**config.mk**
```make
export PLATFORM = sky130hd
export DESIGN_NAME = lin_phy_ctrl
export DESIGN_NICKNAME = d
export VERILOG_FILES = /design/src/logic/lin_phy_pkg.sv /design/src/logic/spi_frame_if.sv /design/src/logic/frame_fifo2.sv /design/src/logic/spi_byte_shifter.sv /design/src/logic/lin_phy_ctrl.sv
export SDC_FILE = /design/constraint.sdc
export NUM_CORES = 1
export LEC_CHECK = 0
export BUFFER_PORTS_ARGS = -buffer_cell sky130_fd_sc_hd__buf_2
export CAP_MARGIN = 0
export CORE_UTILIZATION = 40
export DETAILED_ROUTE_END_ITERATION = 10
export PLACE_DENSITY_LB_ADDON = 0.25
export SLEW_MARGIN = 20
export SYNTH_ARGS = -nofsm -noshare
export SYNTH_HDL_FRONTEND = slang
export SYNTH_SLANG_ARGS = --single-unit
```
**constraint.sdc**
```tcl
create_clock -name clk_sys_i -period 1.7 [get_ports clk_sys_i]
set_input_delay 0.17 -clock clk_sys_i [delete_from_list [all_inputs] [get_ports clk_sys_i]]
set_output_delay 0.17 -clock clk_sys_i [all_outputs]
set_load 0.1 [all_outputs]
```
**src/logic/lin_phy_pkg.sv**
```systemverilog
// Shared constants and types of the bus transceiver control block.
// Assumes a 50 MHz system clock; the interface, shifter and control core use these names.
`default_nettype none

package lin_phy_pkg;

   // Register addresses seen over the serial port
   localparam logic [3:0] ADDR_BUS_CTRL = 4'h4;
   localparam logic [3:0] ADDR_BUS_STAT = 4'h5;
   localparam logic [3:0] ADDR_IRQ_MASK = 4'hE;
   localparam logic [3:0] ADDR_IRQ_SRC = 4'hF;

   // bus_control_reg fields
   localparam int CTRL_CONF_DIS = 3;
   localparam int CTRL_RX_ONLY = 2;
   localparam int CTRL_SLEW_HI = 1;
   localparam int CTRL_SLEW_LO = 0;
   localparam logic [1:0] SLEW_10K4 = 2'h0;
   localparam logic [1:0] SLEW_20K = 2'h1;
   localparam logic [1:0] SLEW_FAST = 2'h2;
   localparam logic [3:0] CTRL_RESET = 4'h1;

   // bus_status_reg fields
   localparam int STAT_RX_SHORT = 3;
   localparam int STAT_TX_DOM = 2;
   localparam int STAT_OVERTEMP = 1;

   // irq_mask_reg
   localparam int MASK_BUS_BIT = 1;
   localparam logic [3:0] MASK_RESET = 4'h0;

   // Operating mode codes
   localparam logic [1:0] MODE_NORMAL = 2'h0;
   localparam logic [1:0] MODE_STOP = 2'h1;
   localparam logic [1:0] MODE_SLEEP = 2'h2;
   localparam logic [1:0] MODE_NORMAL_WD = 2'h3;

   // Serial frame shape
   localparam logic [3:0] FRAME_BITS = 4'h8;
   localparam logic [3:0] HALF_BITS = 4'h4;
   localparam logic [3:0] CNT_LIMIT = 4'hF;

   // Timing
   localparam int CLK_PERIOD_NS = 20;
   localparam int STUCK_TIME_MS = 1000;
   localparam int STUCK_CYCLES = STUCK_TIME_MS * 1000000 / CLK_PERIOD_NS;
   localparam int WAKE_FILTER_US = 100;
   localparam int WAKE_CYCLES = WAKE_FILTER_US * 1000 / CLK_PERIOD_NS;
   localparam int DEGLITCH_US = 10;
   localparam int DEGLITCH_CYCLES = DEGLITCH_US * 1000 / CLK_PERIOD_NS;

   typedef enum logic [2:0] {
      WAKE_IDLE = 3'h1,
      WAKE_DOM = 3'h2,
      WAKE_ARMED = 3'h4
   } wake_state_type;

   typedef struct packed {
      logic [3:0] addr;
      logic [3:0] data;
   } frame_type;

endpackage : lin_phy_pkg

`default_nettype wire

```
**src/logic/spi_frame_if.sv**
```systemverilog
// Carrier between the serial shifter and the control core.
// Assumes both ends run on the same system clock.
`default_nettype none

interface spi_frame_if;
   logic frame_valid;
   logic frame_ready;
   lin_phy_pkg::frame_type frame;
   logic [3:0] rd_addr;
   logic [3:0] rd_status;
   logic [3:0] summary;

   modport shifter (
      output frame_valid,
      output frame,
      output rd_addr,
      input frame_ready,
      input rd_status,
      input summary
   );

   modport core (
      input frame_valid,
      input frame,
      input rd_addr,
      output frame_ready,
      output rd_status,
      output summary
   );
endinterface : spi_frame_if

`default_nettype wire

```
**src/logic/frame_fifo2.sv**
```systemverilog
// Small register FIFO with valid/ready on both sides.
// Assumes one clock; storage is flip-flops addressed by index.
`default_nettype none

module frame_fifo2 #(
   parameter int WIDTH = 8,
   parameter int DEPTH = 2
) (
   input wire logic clk_sys_i,
   input wire logic reset_i,
   input wire logic in_valid_i,
   output logic in_ready_o,
   input wire logic [WIDTH-1:0] in_data_i,
   output logic out_valid_o,
   input wire logic out_ready_i,
   output logic [WIDTH-1:0] out_data_o
);
   localparam int PW = (DEPTH > 1) ? $clog2(DEPTH) : 1;
   localparam int CW = $clog2(DEPTH + 1);

   typedef struct packed {
      logic [DEPTH-1:0][WIDTH-1:0] mem;
      logic [PW-1:0] wr_ptr;
      logic [PW-1:0] rd_ptr;
      logic [CW-1:0] count;
   } state_type;

   state_type q;
   state_type d;
   logic push;
   logic pop;

   function automatic logic [PW-1:0] ptr_next(input logic [PW-1:0] p);
      ptr_next = (p == PW'(DEPTH - 1)) ? '0 : p + PW'(1);
   endfunction : ptr_next

   assign in_ready_o = (q.count != CW'(DEPTH));
   assign out_valid_o = (q.count != '0);
   assign out_data_o = q.mem[q.rd_ptr];
   assign push = in_valid_i & in_ready_o;
   assign pop = out_valid_o & out_ready_i;

   always_comb begin
      d = q;
      if (push) begin
         d.mem[q.wr_ptr] = in_data_i;
         d.wr_ptr = ptr_next(q.wr_ptr);
      end
      if (pop) begin
         d.rd_ptr = ptr_next(q.rd_ptr);
      end
      if (push && !pop) begin
         d.count = q.count + CW'(1);
      end else if (pop && !push) begin
         d.count = q.count - CW'(1);
      end
   end

   always_ff @(posedge clk_sys_i) begin
      if (reset_i) begin
         q <= '0;
      end else begin
         q <= d;
      end
   end
endmodule : frame_fifo2

`default_nettype wire

```
**src/logic/spi_byte_shifter.sv**
```systemverilog
// Serial slave shifter: one byte per chip-select frame.
// Assumes serial pins are synchronous to the system clock and that the
// serial clock is several system clocks per phase.
`default_nettype none

module spi_byte_shifter (
   input wire logic clk_sys_i,
   input wire logic reset_i,
   input wire logic spi_sclk_i,
   input wire logic spi_cs_n_i,
   input wire logic spi_mosi_i,
   output logic spi_miso_o,
   output logic spi_miso_oe_n_o,
   spi_frame_if.shifter link
);
   typedef struct packed {
      logic sclk_prev;
      logic cs_n_prev;
      logic [3:0] cnt;
      logic [7:0] rx;
      logic [3:0] addr;
      logic [3:0] summary;
      logic miso;
      logic oe_n;
      logic pend;
      lin_phy_pkg::frame_type frame;
   } state_type;

   state_type q;
   state_type d;
   logic sclk_rise;
   logic sclk_fall;
   logic cs_fall;
   logic cs_rise;

   // Summary nibble first, then the addressed register's status
   function automatic logic out_bit(input logic [3:0] cnt, input logic [3:0] summ,
                                    input logic [3:0] stat);
      if (cnt < lin_phy_pkg::HALF_BITS) begin
         out_bit = summ[2'(3 - cnt)];
      end else if (cnt < lin_phy_pkg::FRAME_BITS) begin
         out_bit = stat[2'(7 - cnt)];
      end else begin
         out_bit = 1'b0;
      end
   endfunction : out_bit

   assign sclk_rise = spi_sclk_i & ~q.sclk_prev;
   assign sclk_fall = ~spi_sclk_i & q.sclk_prev;
   assign cs_fall = ~spi_cs_n_i & q.cs_n_prev;
   assign cs_rise = spi_cs_n_i & ~q.cs_n_prev;
   assign spi_miso_o = q.miso;
   assign spi_miso_oe_n_o = q.oe_n;
   assign link.frame_valid = q.pend;
   assign link.frame = q.frame;
   assign link.rd_addr = q.addr;

   always_comb begin
      d = q;
      d.sclk_prev = spi_sclk_i;
      d.cs_n_prev = spi_cs_n_i;
      if (link.frame_ready) begin
         d.pend = 1'b0;
      end
      if (cs_fall) begin
         d.cnt = '0;
         d.oe_n = 1'b0;
         d.summary = link.summary;
         d.miso = link.summary[3];
      end else if (!spi_cs_n_i) begin
         if (sclk_fall) begin
            d.rx = {q.rx[6:0], spi_mosi_i};
            if (q.cnt != lin_phy_pkg::CNT_LIMIT) begin
               d.cnt = q.cnt + 4'h1;
            end
            if (q.cnt == lin_phy_pkg::HALF_BITS - 4'h1) begin
               d.addr = {q.rx[2:0], spi_mosi_i};
            end
         end
         if (sclk_rise) begin
            d.miso = out_bit(q.cnt, q.summary, link.rd_status);
         end
      end
      if (cs_rise) begin
         d.oe_n = 1'b1;
         if (q.cnt == lin_phy_pkg::FRAME_BITS) begin
            d.pend = 1'b1;
            d.frame = q.rx;
         end
      end
   end

   always_ff @(posedge clk_sys_i) begin
      if (reset_i) begin
         q <= '0;
         q.sclk_prev <= 1'b0;
         q.cs_n_prev <= 1'b1;
         q.oe_n <= 1'b1;
      end else begin
         q <= d;
      end
   end
endmodule : spi_byte_shifter

`default_nettype wire

```
**src/logic/lin_phy_ctrl.sv**
```systemverilog
// Control and diagnostics of a single-wire bus transceiver plus its serial
// register port. Analog conditions arrive as synchronous level inputs; the
// analog front end and the other device registers sit outside.
`default_nettype none

// Notes on behaviour
// - Two-bit slew field picks 10.4k, 20k or fast; reset gives 20k.
// - Conformance-disable bit resets to 0; writing 1 turns the feature off.
// - Conformance on: deglitched undervoltage with recessive input cuts driver, rxd high.
// - Conformance off: communication runs until supply drops below about 4.6 V.
// - Driver over-temperature shuts transmitter and sets over-temperature flag.
// - Over-temperature shutdown ends when condition gone and transmit input high.
// - Bus fault events raise the interrupt only when the bus mask bit is set.
// - Receive pin short while transmitting sets short flag and shuts transmitter.
// - Short shutdown ends after a receive pin transition with transmit input high.
// - Status read without a present short clears the short flag.
// - Transmit input low for about 1 s shuts transmitter, sets stuck flag.
// - Stuck shutdown ends as soon as the transmit input returns high.
// - Status read with transmit input high clears the stuck flag.
// - Receive-only bit in Normal mode disables the bus driver.
// - Any bus error sets the receive-only bit automatically.
// - Stop mode with receive-only: no wake detection, rxd follows the bus.
// - Stop: driver off; long dominant then rising edge gives a wake interrupt.
// - Sleep: driver off; long dominant then rising edge gives wake reset.
// - One-byte frame: address and control in, summary and status out.
// - Chip select falling starts a frame, drives output, latches the summary nibble.
// - Output changes on rising serial clock, input sampled on falling.
// - A frame counts only with exactly eight sampling edges.
// - Chip select rising commits the write; output floats while deselected.
// - Control register at address 4: conformance, receive-only, slew bits.
// - Status at addresses 4 and 5: short, stuck, over-temperature, zero.
// - Bus summary bit is set whenever any status bit is set.
module lin_phy_ctrl #(
   parameter int STUCK_CYCLES = lin_phy_pkg::STUCK_CYCLES,
   parameter int WAKE_CYCLES = lin_phy_pkg::WAKE_CYCLES,
   parameter int CNT_W = 26,
   parameter int FIFO_DEPTH = 2
) (
   input wire logic clk_sys_i,
   input wire logic reset_i,
   // Serial register port
   input wire logic spi_sclk_i,
   input wire logic spi_cs_n_i,
   input wire logic spi_mosi_i,
   output logic spi_miso_o,
   output logic spi_miso_oe_n_o,
   // Operating mode and microcontroller side of the bus
   input wire logic [1:0] mode_i,
   input wire logic txd_i,
   output logic rxd_o,
   input wire logic rxd_fb_i,
   // Analog front end
   input wire logic bus_level_i,
   output logic bus_drive_o,
   output logic [1:0] slew_rate_select_o,
   input wire logic supply_uv_i,
   input wire logic supply_low_i,
   input wire logic overtemp_i,
   input wire logic rxd_short_i,
   // Status of the rest of the device
   input wire logic voltage_summary_status_i,
   input wire logic high_driver_summary_status_i,
   input wire logic low_driver_summary_status_i,
   input wire logic [15:0][3:0] ext_status_i,
   // Frames forwarded to the other device registers
   output logic wr_valid_o,
   input wire logic wr_ready_i,
   output logic [3:0] wr_addr_o,
   output logic [3:0] wr_data_o,
   // Events
   output logic irq_o,
   output logic wake_irq_o,
   output logic wake_reset_o,
   output logic wake_source_o,
   output logic [3:0] bus_status_o
);
   typedef struct packed {
      logic [3:0] bus_control_reg;
      logic [3:0] irq_mask_reg;
      logic rx_pin_short_flag;
      logic tx_stuck_dominant_flag;
      logic bus_overtemp_flag;
      logic ot_off;
      logic short_off;
      logic stuck_off;
      logic short_edge_seen;
      logic rxd_fb_prev;
      logic [CNT_W-1:0] stuck_cnt;
      logic [CNT_W-1:0] degl_cnt;
      logic uv_deglitched;
      lin_phy_pkg::wake_state_type wake_state;
      logic [CNT_W-1:0] wake_cnt;
      logic wake_source;
      logic bus_drive;
      logic rxd;
      logic irq;
      logic wake_irq;
      logic wake_reset;
      logic fwd_valid;
      lin_phy_pkg::frame_type fwd;
   } state_type;

   state_type q;
   state_type d;

   spi_frame_if link ();

   logic fifo_out_valid;
   logic fifo_out_ready;
   lin_phy_pkg::frame_type fifo_out;
   logic [3:0] bus_status_reg;
   logic normal_mode;
   logic stop_mode;
   logic sleep_mode;
   logic rx_only;
   logic uv_cut;
   logic low_cut;
   logic tx_enable;
   logic take;
   logic status_read;
   logic short_set;
   logic stuck_set;
   logic ot_set;
   logic wake_enable;

   function automatic logic is_status_addr(input logic [3:0] a);
      is_status_addr = (a == lin_phy_pkg::ADDR_BUS_CTRL) || (a == lin_phy_pkg::ADDR_BUS_STAT);
   endfunction : is_status_addr

   spi_byte_shifter u_shifter (
      .clk_sys_i(clk_sys_i),
      .reset_i(reset_i),
      .spi_sclk_i(spi_sclk_i),
      .spi_cs_n_i(spi_cs_n_i),
      .spi_mosi_i(spi_mosi_i),
      .spi_miso_o(spi_miso_o),
      .spi_miso_oe_n_o(spi_miso_oe_n_o),
      .link(link.shifter)
   );

   // A stalled forward port backs up into the shifter's pending frame
   frame_fifo2 #(
      .WIDTH(8),
      .DEPTH(FIFO_DEPTH)
   ) u_fifo (
      .clk_sys_i(clk_sys_i),
      .reset_i(reset_i),
      .in_valid_i(link.frame_valid),
      .in_ready_o(link.frame_ready),
      .in_data_i(link.frame),
      .out_valid_o(fifo_out_valid),
      .out_ready_i(fifo_out_ready),
      .out_data_o(fifo_out)
   );

   assign bus_status_reg = {q.rx_pin_short_flag, q.tx_stuck_dominant_flag,
                            q.bus_overtemp_flag, 1'b0};
   assign link.summary = {voltage_summary_status_i, |bus_status_reg,
                          high_driver_summary_status_i,
                          low_driver_summary_status_i};
   assign link.rd_status = is_status_addr(link.rd_addr) ? bus_status_reg
                           : ext_status_i[link.rd_addr];

   assign normal_mode = (mode_i == lin_phy_pkg::MODE_NORMAL) ||
                        (mode_i == lin_phy_pkg::MODE_NORMAL_WD);
   assign stop_mode = (mode_i == lin_phy_pkg::MODE_STOP);
   assign sleep_mode = (mode_i == lin_phy_pkg::MODE_SLEEP);
   assign rx_only = q.bus_control_reg[lin_phy_pkg::CTRL_RX_ONLY];

   // Only a recessive input is cut; a dominant bit in flight is kept
   assign uv_cut = !q.bus_control_reg[lin_phy_pkg::CTRL_CONF_DIS] &&
                   q.uv_deglitched && txd_i;
   assign low_cut = q.bus_control_reg[lin_phy_pkg::CTRL_CONF_DIS] && supply_low_i;
   assign tx_enable = normal_mode && !rx_only && !q.ot_off && !q.short_off &&
                      !q.stuck_off && !uv_cut && !low_cut;

   assign fifo_out_ready = !q.fwd_valid || wr_ready_i;
   assign take = fifo_out_valid && fifo_out_ready;
   assign status_read = take && is_status_addr(fifo_out.addr);

   assign ot_set = overtemp_i;
   assign short_set = tx_enable && rxd_short_i;
   assign stuck_set = !txd_i && (q.stuck_cnt == CNT_W'(STUCK_CYCLES - 1));
   assign wake_enable = (stop_mode && !rx_only) || sleep_mode;

   assign slew_rate_select_o = q.bus_control_reg[lin_phy_pkg::CTRL_SLEW_HI:
                                                 lin_phy_pkg::CTRL_SLEW_LO];
   assign bus_drive_o = q.bus_drive;
   assign rxd_o = q.rxd;
   assign irq_o = q.irq;
   assign wake_irq_o = q.wake_irq;
   assign wake_reset_o = q.wake_reset;
   assign wake_source_o = q.wake_source;
   assign bus_status_o = bus_status_reg;
   assign wr_valid_o = q.fwd_valid;
   assign wr_addr_o = q.fwd.addr;
   assign wr_data_o = q.fwd.data;

   always_comb begin
      d = q;
      d.irq = 1'b0;
      d.wake_irq = 1'b0;
      d.wake_reset = 1'b0;
      d.rxd_fb_prev = rxd_fb_i;

      // Frame intake: local registers plus forwarding of every frame
      if (wr_ready_i) begin
         d.fwd_valid = 1'b0;
      end
      if (take) begin
         d.fwd_valid = 1'b1;
         d.fwd = fifo_out;
         if (fifo_out.addr == lin_phy_pkg::ADDR_BUS_CTRL) begin
            d.bus_control_reg = fifo_out.data;
         end
         if (fifo_out.addr == lin_phy_pkg::ADDR_IRQ_MASK) begin
            d.irq_mask_reg = fifo_out.data;
         end
         if (fifo_out.addr == lin_phy_pkg::ADDR_IRQ_MASK ||
             fifo_out.addr == lin_phy_pkg::ADDR_IRQ_SRC) begin
            d.wake_source = 1'b0;
         end
      end

      // Supply undervoltage deglitch
      if (supply_uv_i) begin
         if (q.degl_cnt != CNT_W'(lin_phy_pkg::DEGLITCH_CYCLES)) begin
            d.degl_cnt = q.degl_cnt + CNT_W'(1);
         end
         d.uv_deglitched = (q.degl_cnt == CNT_W'(lin_phy_pkg::DEGLITCH_CYCLES));
      end else begin
         d.degl_cnt = '0;
         d.uv_deglitched = 1'b0;
      end

      // Transmit-stuck timer, saturates so the event fires once
      if (txd_i) begin
         d.stuck_cnt = '0;
      end else if (q.stuck_cnt != CNT_W'(STUCK_CYCLES)) begin
         d.stuck_cnt = q.stuck_cnt + CNT_W'(1);
      end

      // Flags: a set in the clearing cycle wins
      if (status_read && !rxd_short_i) begin
         d.rx_pin_short_flag = 1'b0;
      end
      if (short_set) begin
         d.rx_pin_short_flag = 1'b1;
      end
      if (status_read && txd_i) begin
         d.tx_stuck_dominant_flag = 1'b0;
      end
      if (stuck_set) begin
         d.tx_stuck_dominant_flag = 1'b1;
      end
      if (status_read && !overtemp_i) begin
         d.bus_overtemp_flag = 1'b0;
      end
      if (ot_set) begin
         d.bus_overtemp_flag = 1'b1;
      end

      // Shutdown latches and their automatic release
      if (!overtemp_i && txd_i) begin
         d.ot_off = 1'b0;
      end
      if (ot_set) begin
         d.ot_off = 1'b1;
      end
      if (q.short_off && (rxd_fb_i != q.rxd_fb_prev)) begin
         d.short_edge_seen = 1'b1;
      end
      if (q.short_off && q.short_edge_seen && txd_i) begin
         d.short_off = 1'b0;
         d.short_edge_seen = 1'b0;
      end
      if (short_set) begin
         d.short_off = 1'b1;
         d.short_edge_seen = 1'b0;
      end
      if (txd_i) begin
         d.stuck_off = 1'b0;
      end
      if (stuck_set) begin
         d.stuck_off = 1'b1;
      end

      // Error forces receive-only after any software write
      if (short_set || stuck_set || ot_set) begin
         d.bus_control_reg[lin_phy_pkg::CTRL_RX_ONLY] = 1'b1;
      end
      if (q.irq_mask_reg[lin_phy_pkg::MASK_BUS_BIT] &&
          ((short_set && !q.rx_pin_short_flag) ||
           (stuck_set && !q.tx_stuck_dominant_flag) ||
           (ot_set && !q.bus_overtemp_flag))) begin
         d.irq = 1'b1;
      end

      // Bus wake detector
      case (q.wake_state)
         lin_phy_pkg::WAKE_IDLE: begin
            d.wake_cnt = '0;
            if (wake_enable && !bus_level_i) begin
               d.wake_state = lin_phy_pkg::WAKE_DOM;
            end
         end
         lin_phy_pkg::WAKE_DOM: begin
            d.wake_cnt = q.wake_cnt + CNT_W'(1);
            if (!wake_enable || bus_level_i) begin
               d.wake_state = lin_phy_pkg::WAKE_IDLE;
            end else if (q.wake_cnt == CNT_W'(WAKE_CYCLES - 1)) begin
               d.wake_state = lin_phy_pkg::WAKE_ARMED;
            end
         end
         lin_phy_pkg::WAKE_ARMED: begin
            if (!wake_enable) begin
               d.wake_state = lin_phy_pkg::WAKE_IDLE;
            end else if (bus_level_i) begin
               d.wake_state = lin_phy_pkg::WAKE_IDLE;
               d.wake_source = 1'b1;
               d.wake_irq = stop_mode;
               d.wake_reset = sleep_mode;
            end
         end
         default: begin
            d.wake_state = lin_phy_pkg::WAKE_IDLE;
         end
      endcase

      // Pins
      d.bus_drive = tx_enable && !txd_i;
      if (normal_mode) begin
         d.rxd = (uv_cut || low_cut) ? 1'b1 : bus_level_i;
      end else if (stop_mode && rx_only) begin
         d.rxd = bus_level_i;
      end else begin
         d.rxd = 1'b1;
      end
   end

   always_ff @(posedge clk_sys_i) begin
      if (reset_i) begin
         q <= '0;
         q.bus_control_reg <= lin_phy_pkg::CTRL_RESET;
         q.irq_mask_reg <= lin_phy_pkg::MASK_RESET;
         q.wake_state <= lin_phy_pkg::WAKE_IDLE;
         q.rxd <= 1'b1;
         q.rxd_fb_prev <= 1'b1;
      end else begin
         q <= d;
      end
   end
endmodule : lin_phy_ctrl

`default_nettype wire

```
==> results of run 1 <==
## synth_stat cells (11+ instances only)
master                     number  area [um2]
sky130_fd_sc_hd__mux2_2        14         158
sky130_fd_sc_hd__or3_1         18         113
sky130_fd_sc_hd__nor2b_1       11        68.8
sky130_fd_sc_hd__inv_1         25        93.8
sky130_fd_sc_hd__clkbuf_1      28         105
sky130_fd_sc_hd__o21ai_0       29         145
sky130_fd_sc_hd__nor3_1        20         100
sky130_fd_sc_hd__dfxtp_1      163        3260
sky130_fd_sc_hd__nand4_1       22         138
sky130_fd_sc_hd__and4_1        11        96.3
sky130_fd_sc_hd__buf_4         18         135
sky130_fd_sc_hd__a21oi_1       63         315
sky130_fd_sc_hd__nor2_1       122         458
sky130_fd_sc_hd__nor4_1        14        87.6
sky130_fd_sc_hd__nand3_1       35         175
sky130_fd_sc_hd__xor2_1        19         166
sky130_fd_sc_hd__nand2_1       79         297
sky130_fd_sc_hd__mux2i_1       44         440
sky130_fd_sc_hd__and3_1        13        81.3
sky130_fd_sc_hd__xnor2_1       19         166
## where the power goes
part | internal (uW) | switching [uW]
Sequential | 3990 | 91.3
Clock | 2190 | 1760
Combinational | 521 | 1390
## routing by layer
metal  GRT usage  share of wire
met4      0.0781          0.013
met3      0.0397          0.036
met5           0              0
met1       0.256           0.47
met2       0.311           0.48
## final cells by class
class	instances	area [um2]	area share
Multi-Input combinational cell	658	4490	0.434
Inverter	25	93.8	0.00908
Antenna cell	3	7.51	0.000726
Clock buffer	18	450	0.0436
Clock inverter	14	155	0.0150
Tap cell	260	325	0.0315
Timing Repair Buffer	227	1520	0.147
Sequential cell	163	3300	0.319
## stage by stage
step           total power (uW)  hold WS [ns]  setup WS, ns
3_3_place_gp               6000         0.393        -0.136
3_5_place_dp               6020         0.389        -0.169
2_1_floorplan              5720         0.258        -0.101
6_report                   9930        0.0282        -0.173
5_1_grt                   10300        0.0406        -0.256
4_1_cts                   10000        0.0106        -0.153
## worst max path at each step
stage	from	end	slack [ns]
after floorplan	u_fifo.q[17]	q[111]	-0.10
after global placement	u_shifter.link.rd_addr[0]	u_shifter.spi_miso_o	-0.14
after detailed placement	u_fifo.q[2]	q[112]	-0.17
after CTS	u_fifo.q[2]	q[112]	-0.15
after global routing	u_fifo.q[19]	q[112]	-0.26
final	u_fifo.q[2]	q[112]	-0.17
## cells by family (layout without fill, tap and decap cells)
logic type / Yosys count / in the layout / synth area share
AOI/OAI and AO/OA: 142 / 142 / 0.110
muxes: 68 / 68 / 0.105
xor gates and xnor gates: 38 / 38 / 0.0425
adders and majority gates: 10 / 10 / 0.0160
and+or+nand+nor: 399 / 399 / 0.259
other: 1 / 4 / 0.000479
buffers and inverters: 83 / 284 / 0.0498
DFF: 163 / 163 / 0.416
## repair_timing
item | CTS | global route
hold buffers | 8 | 0
endpoints found under the setup margin | 13 | 52
resized for setup | 16 | 74
pin swaps | 8 | 18
endpoints found under the hold margin | 9 | 0
setup buffers | 1 | 6
## sequential cells by signal (all words and copies together) (netlist names)
signal	cells
slew_rate_select_o	2
wr_data_o	4
u_fifo.q	20
wake_irq_o	1
u_shifter.q	18
wake_reset_o	1
q	90
wr_addr_o	4
irq_o	1
u_shifter.spi_miso_o	1
bus_drive_o	1
u_shifter.spi_miso_oe_n_o	1
u_shifter.link.rd_addr	4
u_shifter.link.frame_valid	1
rxd_o	1
wr_valid_o	1
wake_source_o	1
bus_status_o	3
u_shifter.link.frame	8
==> flow_results.org, run 1 <==
** Timing
- Fin crit share :: 1.10
- The worst pin sits at a relative slew slack of 0.648.
- Count of final hold-check violations :: 0
- Worst-case setup margin in the final layout :: -0.173 ns
- After layout, the minimum clock period comes to 1.87 ns.
- Setup repair after global routing missed its margin :: true
- Number of max-slew violations in the final report :: 0
- In the final timing run, aggregate negative setup slack is -0.581 ns.
- Maximum operating frequency :: 0.534 GHz
- Setup violations remaining at the end of the flow were counted as 7.
- Between clock sinks in the finished design, the worst skew comes to 0.00677 ns.
- Pin slew with the least headroom to its limit :: 0.531 ns

** Routing
- Starting DRT DRC Count :: 320
- DRT antenna net count :: 0
- Detail-routed via count per cell :: 5.12
- Post-route DRC :: 0
- In the final routed layout, each cell accounts on average for 13.8 um.
- The final layout contains routed wiring with a total length of 18,900 um.
- The first detailed-routing pass took 5 iterations.
- For this block, the via count after detailed routing is 7,009.

** Pwr
- Worst vdd rail ir drop :: 0.653 mV
- For this design the static power due to leakage is 0.00412 uW.
- For this design the ratio of total power to cell area is 961 nW/um2.

** Cells and area
- Synth-to-Final Area Change :: 31.9%
- Top library cells by usage in the layout, fill and taps aside :: sky130_fd_sc_hd__dfxtp_1 (140), sky130_fd_sc_hd__nor2_1 (118), sky130_fd_sc_hd__buf_4 (118)
- Layout net count :: 1,184
- The finished layout holds 1,368 standard cells, fillers aside.
- Fillers :: 1,762
- Once layout is complete, the utilization of the core stands at 0.545.
- The finished cells cover 10,300 um2.
- The library cell used most frequently in the layout, excluding fill and tap cells, is sky130_fd_sc_hd__dfxtp_1.
- Share of layout cells above drive strength 1 :: 0.327

** Synthesis
- Post-synthesis cell count :: 904
- Number of nets produced by synthesis :: 996
- The share of the Yosys chip area taken by registers is 0.416.
- In this run the cell area of the synthesized design comes to 7840 um2.
- Mean cell area of the mapped netlist :: 8.67 um2
- Synth Warn # :: 0
- Counting flops with a built-in enable in the synthesized netlist gives 0.
- In the synthesized netlist the async set-or-reset flop fraction comes to 0.
- Distinct cell type count after synthesis :: 61
- Seq cells post-synth :: 163
- For this run, the leading register cell type out of synthesis is sky130_fd_sc_hd__dfxtp_1.

** Worst setup path
- End of the worst register-to-register path :: q[112]
- Delay of the slowest cell on the worst path :: 0.44 ns
- Beginning of the worst register-to-register path :: u_fifo.q[2]
- The cell family contributing the most delay on the critical path is simple AND/OR/NAND/NOR gates.
- Highest-delay cell along the critical path :: sky130_fd_sc_hd__a2111o_1
- Worst-path cell chain :: or3b_1 -> a2111o_1 -> or2_4 -> buf_6 -> mux2i_1 -> nor2_1
- The number of buffers and inverters on the critical path is 1.
- Critical path arrival :: 2.18 ns
- Count of cell instances traversed by the critical path :: 6
- Endpoint class of the critical path :: register
- Measured in cells, the most critical reg-to-reg path has a length of 6.
- The setup check on the worst reg-to-reg path leaves a slack of -0.17 ns.
- Data on the critical path is required at its endpoint by 2.01 ns.
- By startpoint and endpoint, the worst setup path is classified as reg -> reg.
- In this run the worst path has a maximum fanout of 4.
- STA classifies the critical path startpoint as a register.

** Global routing
- Global-route wire length before repair :: 31,300 um
- Global-route congestion overflow total :: 0
- Antenna violations before repair :: 3
- Maximum number of pins on one net before global-route repair :: 40
- Overall fraction of global-route tracks in use :: 0.194
- The number of global-route vias before repair was 6,532.

** Worst hold path
- Hold endpoint :: rxd_o
- Hold Crit Depth :: 2
- The tightest min-delay check is of the in -> reg type.
- In this run the most critical hold path is launched from reset_i.

** Die
- Total die area :: 20,200 um2
- Starting utilization of the core area :: 0.413
- DIE WIDTH :: 142 um
- The floorplan has 50 rows.
- The core region is 19,000 um2.
- Number of top-level design ports :: 105
- Height of the die :: 142 um

** Run status
- The checks that failed: negative setup slack.
- Result of the run :: finished with violations

** Clock tree
- H-Tree Level Count :: 4
- Clock-pin slew was measured on the worst setup and hold paths at 0.07 ns.
- The longest clock path from root to sink contains 2 buffers.
- The cell sitting at the root of the clock tree is a sky130_fd_sc_hd__clkbuf_16.
- # clock sinks :: 163
- Counting the buffers created by CTS gives 17.
- Worst-skew pair later-pin latency :: 0.43 ns
- TritonCTS clock tree :: done

** Placement
- At the end of routability-driven placement, the weighted congestion stood at 0.842.
- Detailed placement HPWL :: 13,600 um
- Post-Place Cell Area :: 9280 um2
- Buffers on Ports :: 95
- In this run, placement finished with an instance count of 1,319.

** Run
- The tool flagged a number of max-cap violations equal to 0.
Note: power is estimated with default switching activity, not from simulation.
==> run 2: changes to the inputs <==
- CAP_MARGIN: 0 -> unset
- CELL_PAD_IN_SITES_DETAIL_PLACEMENT: unset -> 0
- CELL_PAD_IN_SITES_GLOBAL_PLACEMENT: unset -> 1
- CORE_UTILIZATION: 40 -> 39
==> run 2 against run 1 <==
- the flow still finishes with violations (negative setup slack)
- sequential power about the same
- maximum frequency up 1.0%
- first-iteration DRC count down 5.0%
- global-route usage down 0.11 points
- critical path depth unchanged
- wire length up 1.4%
- die area up 2.5%
- design area down 0.34%
- worst setup slack better by 0.019 ns
- count of clock-buffer cells in the layout unchanged
- register-to-register slack better by 0.02 ns
==> flow_results.org, run 2 (synthesis gave the netlist of run 1 again) <==
** Placement
- Final weighted congestion of routability-driven global placement :: 0.850 (was 0.842)
- Buffers on Ports :: 95 (unchanged)
- The placed instance count came to 1,325 (was 1,319).
- The HPWL after detailed placement came to 13,700 um (was 13,600 um).

** Cells and area
- The net count reported at finish was 1,189 (was 1,184).
- Final design utilization :: 0.526 (was 0.545)
- Leading cell type in the layout, fill and taps excluded :: sky130_fd_sc_hd__dfxtp_1 (unchanged)
- The count of inserted antenna diode cells is 0 (was 3).
- Regs by FF count :: q x90, u_fifo.q x20, u_shifter.q x18 (unchanged)
- The number of fill cells came to 1,878 (was 1,762).
- Share of layout cells above drive strength 1 :: 0.323 (was 0.327)
- Footprint of the flip-flops and latches :: 3300 um2 (unchanged)
- The combined area of the multi-input logic cells is 4430 um2 (was 4490 um2).
- Top library cells by usage in the layout, fill and taps aside :: sky130_fd_sc_hd__dfxtp_1 (140), sky130_fd_sc_hd__buf_4 (122), sky130_fd_sc_hd__nor2_1 (116) (was sky130_fd_sc_hd__dfxtp_1 (140), sky130_fd_sc_hd__nor2_1 (118), sky130_fd_sc_hd__buf_4 (118))
- Synth-to-Final Area Change :: 31.5% (was 31.9%)
- The flip-flop count of the largest register, all copies and words added came to 90 (unchanged).
- Register ranked first by flip-flop count :: q (unchanged)
- The number of standard cells in the layout, taps in and fillers out came to 1,375 (was 1,368).

** Worst setup path
- The highest-delay cell along the critical path is sky130_fd_sc_hd__a2111o_1 (unchanged).
- Critical path arrival :: 2.17 ns (was 2.18 ns)
- The required time at the endpoint of the critical path was 2.01 ns (about the same).
- Worst-path cell chain :: or3_4 -> a2111o_1 -> or2_1 -> buf_6 -> mux2i_1 -> nor2_1 (was or3b_1 -> a2111o_1 -> or2_4 -> buf_6 -> mux2i_1 -> nor2_1)
- The largest driver fanout on the critical path came to 4 (unchanged).
- The delay contributed by the slowest stage of the critical path came to 0.46 ns (was 0.44 ns).
- Endpoint class of the critical path :: register (unchanged)
- The kind of start point of the critical path is a register (unchanged).
- The type of the setup path with the least slack is reg -> reg (unchanged).

** Timing
- Min cycle time layout :: 1.85 ns (was 1.87 ns)
- Setup repair after global routing missed its margin: true (unchanged).
- Max-slew headroom :: 0.615 (was 0.648)
- The period utilization came to 1.09 (was 1.10).
- The final count of hold timing violations came to 0 (unchanged).
- The setup slack after layout is -0.154 ns (was -0.173 ns).
- Maximum operating frequency :: 0.539 GHz (was 0.534 GHz)
- Pin slew with the least headroom to its limit :: 0.578 ns (was 0.531 ns)
- Count of final setup violators :: 4 (was 7)
- The number of pins exceeding their max-slew limit in the final report came to 0 (unchanged).
- Worst setup skew after layout :: 0.0103 ns (was 0.00677 ns)

** Routing
- The detailed-route vias per instance came to 5.06 (was 5.12).
- DRT antenna net count :: 0 (unchanged)
- The top routing layer in use is met5 (was met4).
- The detailed route wirelength on metal2 came to 9350 um (was 9110 um).
- Total wire length :: 19,200 um (was 18,900 um)
- The number of DRC markers after the initial detailed-route iteration was 304 (was 320).
- The overall via count from detail_route is 6,962 (was 7,009).
- Post-route DRC :: 0 (unchanged)
- The average wire length per cell after detail routing was 14.0 um (was 13.8 um).
- The detailed-router iteration count before antenna repair was 5 (unchanged).
- The detailed-routing wirelength on met1 came to 9030 um (was 8890 um).
- Length of routed met3 wiring :: 617 um (was 684 um)

** Clock tree
- The clock tree from TritonCTS is done (unchanged).
- The number of clock sinks is 163 (unchanged).
- Clock transition at the register clock pins on the worst setup and hold paths after CTS :: 0.07 ns (about the same)
- Worst-skew pair later-pin latency :: 0.43 ns (about the same)
- The clock tree root buffer cell is sky130_fd_sc_hd__clkbuf_16 (unchanged).
- TritonCTS Buffers :: 17 (unchanged)
- The maximum number of buffers from clock root to sink was 2 (unchanged).
- H-Tree Level Count :: 4 (unchanged)

** Pwr
- The power density over the cells came to 951 nW/um2 (was 961 nW/um2).
- The largest voltage drop on the vdd net was 0.611 mV (was 0.653 mV).
- Leakage power total :: 0.00414 uW (was 0.00412 uW)

** Global routing
- Overall fraction of global-route tracks in use :: 0.193 (was 0.194)
- Antenna violations before repair :: 1 (was 3)
- Number of global-route vias before repair :: 6,517 (was 6,532)
- The maximum number of pins on one net before global-route repair was 53 (was 40).
- Global-route wire length before repair :: 31,500 um (was 31,300 um)
- Global-route congestion overflow total :: 0 (unchanged)

** Die
- Total die area :: 20,700 um2 (was 20,200 um2)
- Placement Rows :: 51 (was 50)
- DIE WIDTH :: 144 um (was 142 um)
- The I/O pin count is 105 (unchanged).
- Starting utilization of the core area :: 0.400 (was 0.413)
- The vertical die dimension was 144 um (was 142 um).
- The floorplan core area is 19,600 um2 (was 19,000 um2).

** Run status
- Violations in the final reports: negative setup slack (unchanged).
- Result of the run: finished with violations (unchanged).

** Run
- The max capacitance violation total came to 0 (unchanged).

** Worst hold path
- The kind of path behind the tightest hold check is in -> reg (unchanged).
-- run 2: cell count changes in the layout (fill, tap and decap cells not counted), moves of 3 or more --
cell,delta
sky130_fd_sc_hd__buf_4,+4
sky130_fd_sc_hd__clkinvlp_4,+3
sky130_fd_sc_hd__diode_2,-3
sky130_fd_sc_hd__inv_8,-4
sky130_fd_sc_hd__nand3_1,-3
sky130_fd_sc_hd__nand3_2,+3
sky130_fd_sc_hd__nor4_1,+4
sky130_fd_sc_hd__nor4_2,-3
-- run 2: area by class of cell --
cell class | instances | area share
clock buffer | 18 | 0.0437
clock inverter | 14 | 0.0134
inverter | 25 | 0.00911
multi-input combinational | 659 | 0.430
sequential | 163 | 0.320
tap | 265 | 0.0322
timing repair buffer | 231 | 0.151
-- run 2: worst paths after layout --
check / start / endpoint / slack, ns / cells past startpoint
hold / removal: reset_i / rxd_o / 0.02 / 2
hold reg to reg: u_fifo.q[5] / u_fifo.q[5] / 0.45 / 2
setup / recovery: u_fifo.q[9] / slew_rate_select_o[1] / -0.15 / 6
setup reg to reg: u_fifo.q[9] / slew_rate_select_o[1] / -0.15 / 6
-- run 2: timing repair --
item	in CTS	in global routing
pin swaps	8	20
buffers inserted	0	9
cloned	0	1
setup endpoints to repair	18	49
resized for setup	17	69
hold endpoints to repair	10	0
hold buffers	8	0
-- run 2: metrics by stage --
| step | hold WS, ns | instance area, um2 | TNS (ns) | power, uW | setup WS [ns] |
|---|---|---|---|---|---|
| after floorplan | 0.258 | 7890 | -0.364 | 5720 | -0.101 |
| after global placement | 0.412 | 9300 | -1.54 | 6030 | -0.365 |
| after detailed placement | 0.414 | 9300 | -1.82 | 6040 | -0.384 |
| after CTS | 0.0206 | 10000 | -0.520 | 9900 | -0.154 |
| after global routing | 0.0330 | 10300 | -1.10 | 10200 | -0.245 |
| final | 0.0192 | 10300 | -0.497 | 9800 | -0.154 |
-- run 2: power breakdown --
group	leakage [uW]	switching [uW]	total (uW)	internal [uW]
Clock	0.000278	1680	3820	2140
Combinational	0.00253	1370	1900	524
Sequential	0.00133	94.4	4080	3990
-- run 2: layer usage --
metal / track usage / up-vias
met3: 0.0433 / 14
met2: 0.329 / 84
met5: 0 / -
li1: - / 3596
met4: 0.0532 / 2
met1: 0.245 / 3266
-- run 2: worst max-delay path: cells and delay by family, from the launching register on --
kind / cells / cell delay [ns]
and+or+nand+nor: 3 / 0.68
AOI/OAI and AO/OA: 1 / 0.46
DFF: 1 / 0.32
muxes: 1 / 0.15
buffers and inverters: 1 / 0.14
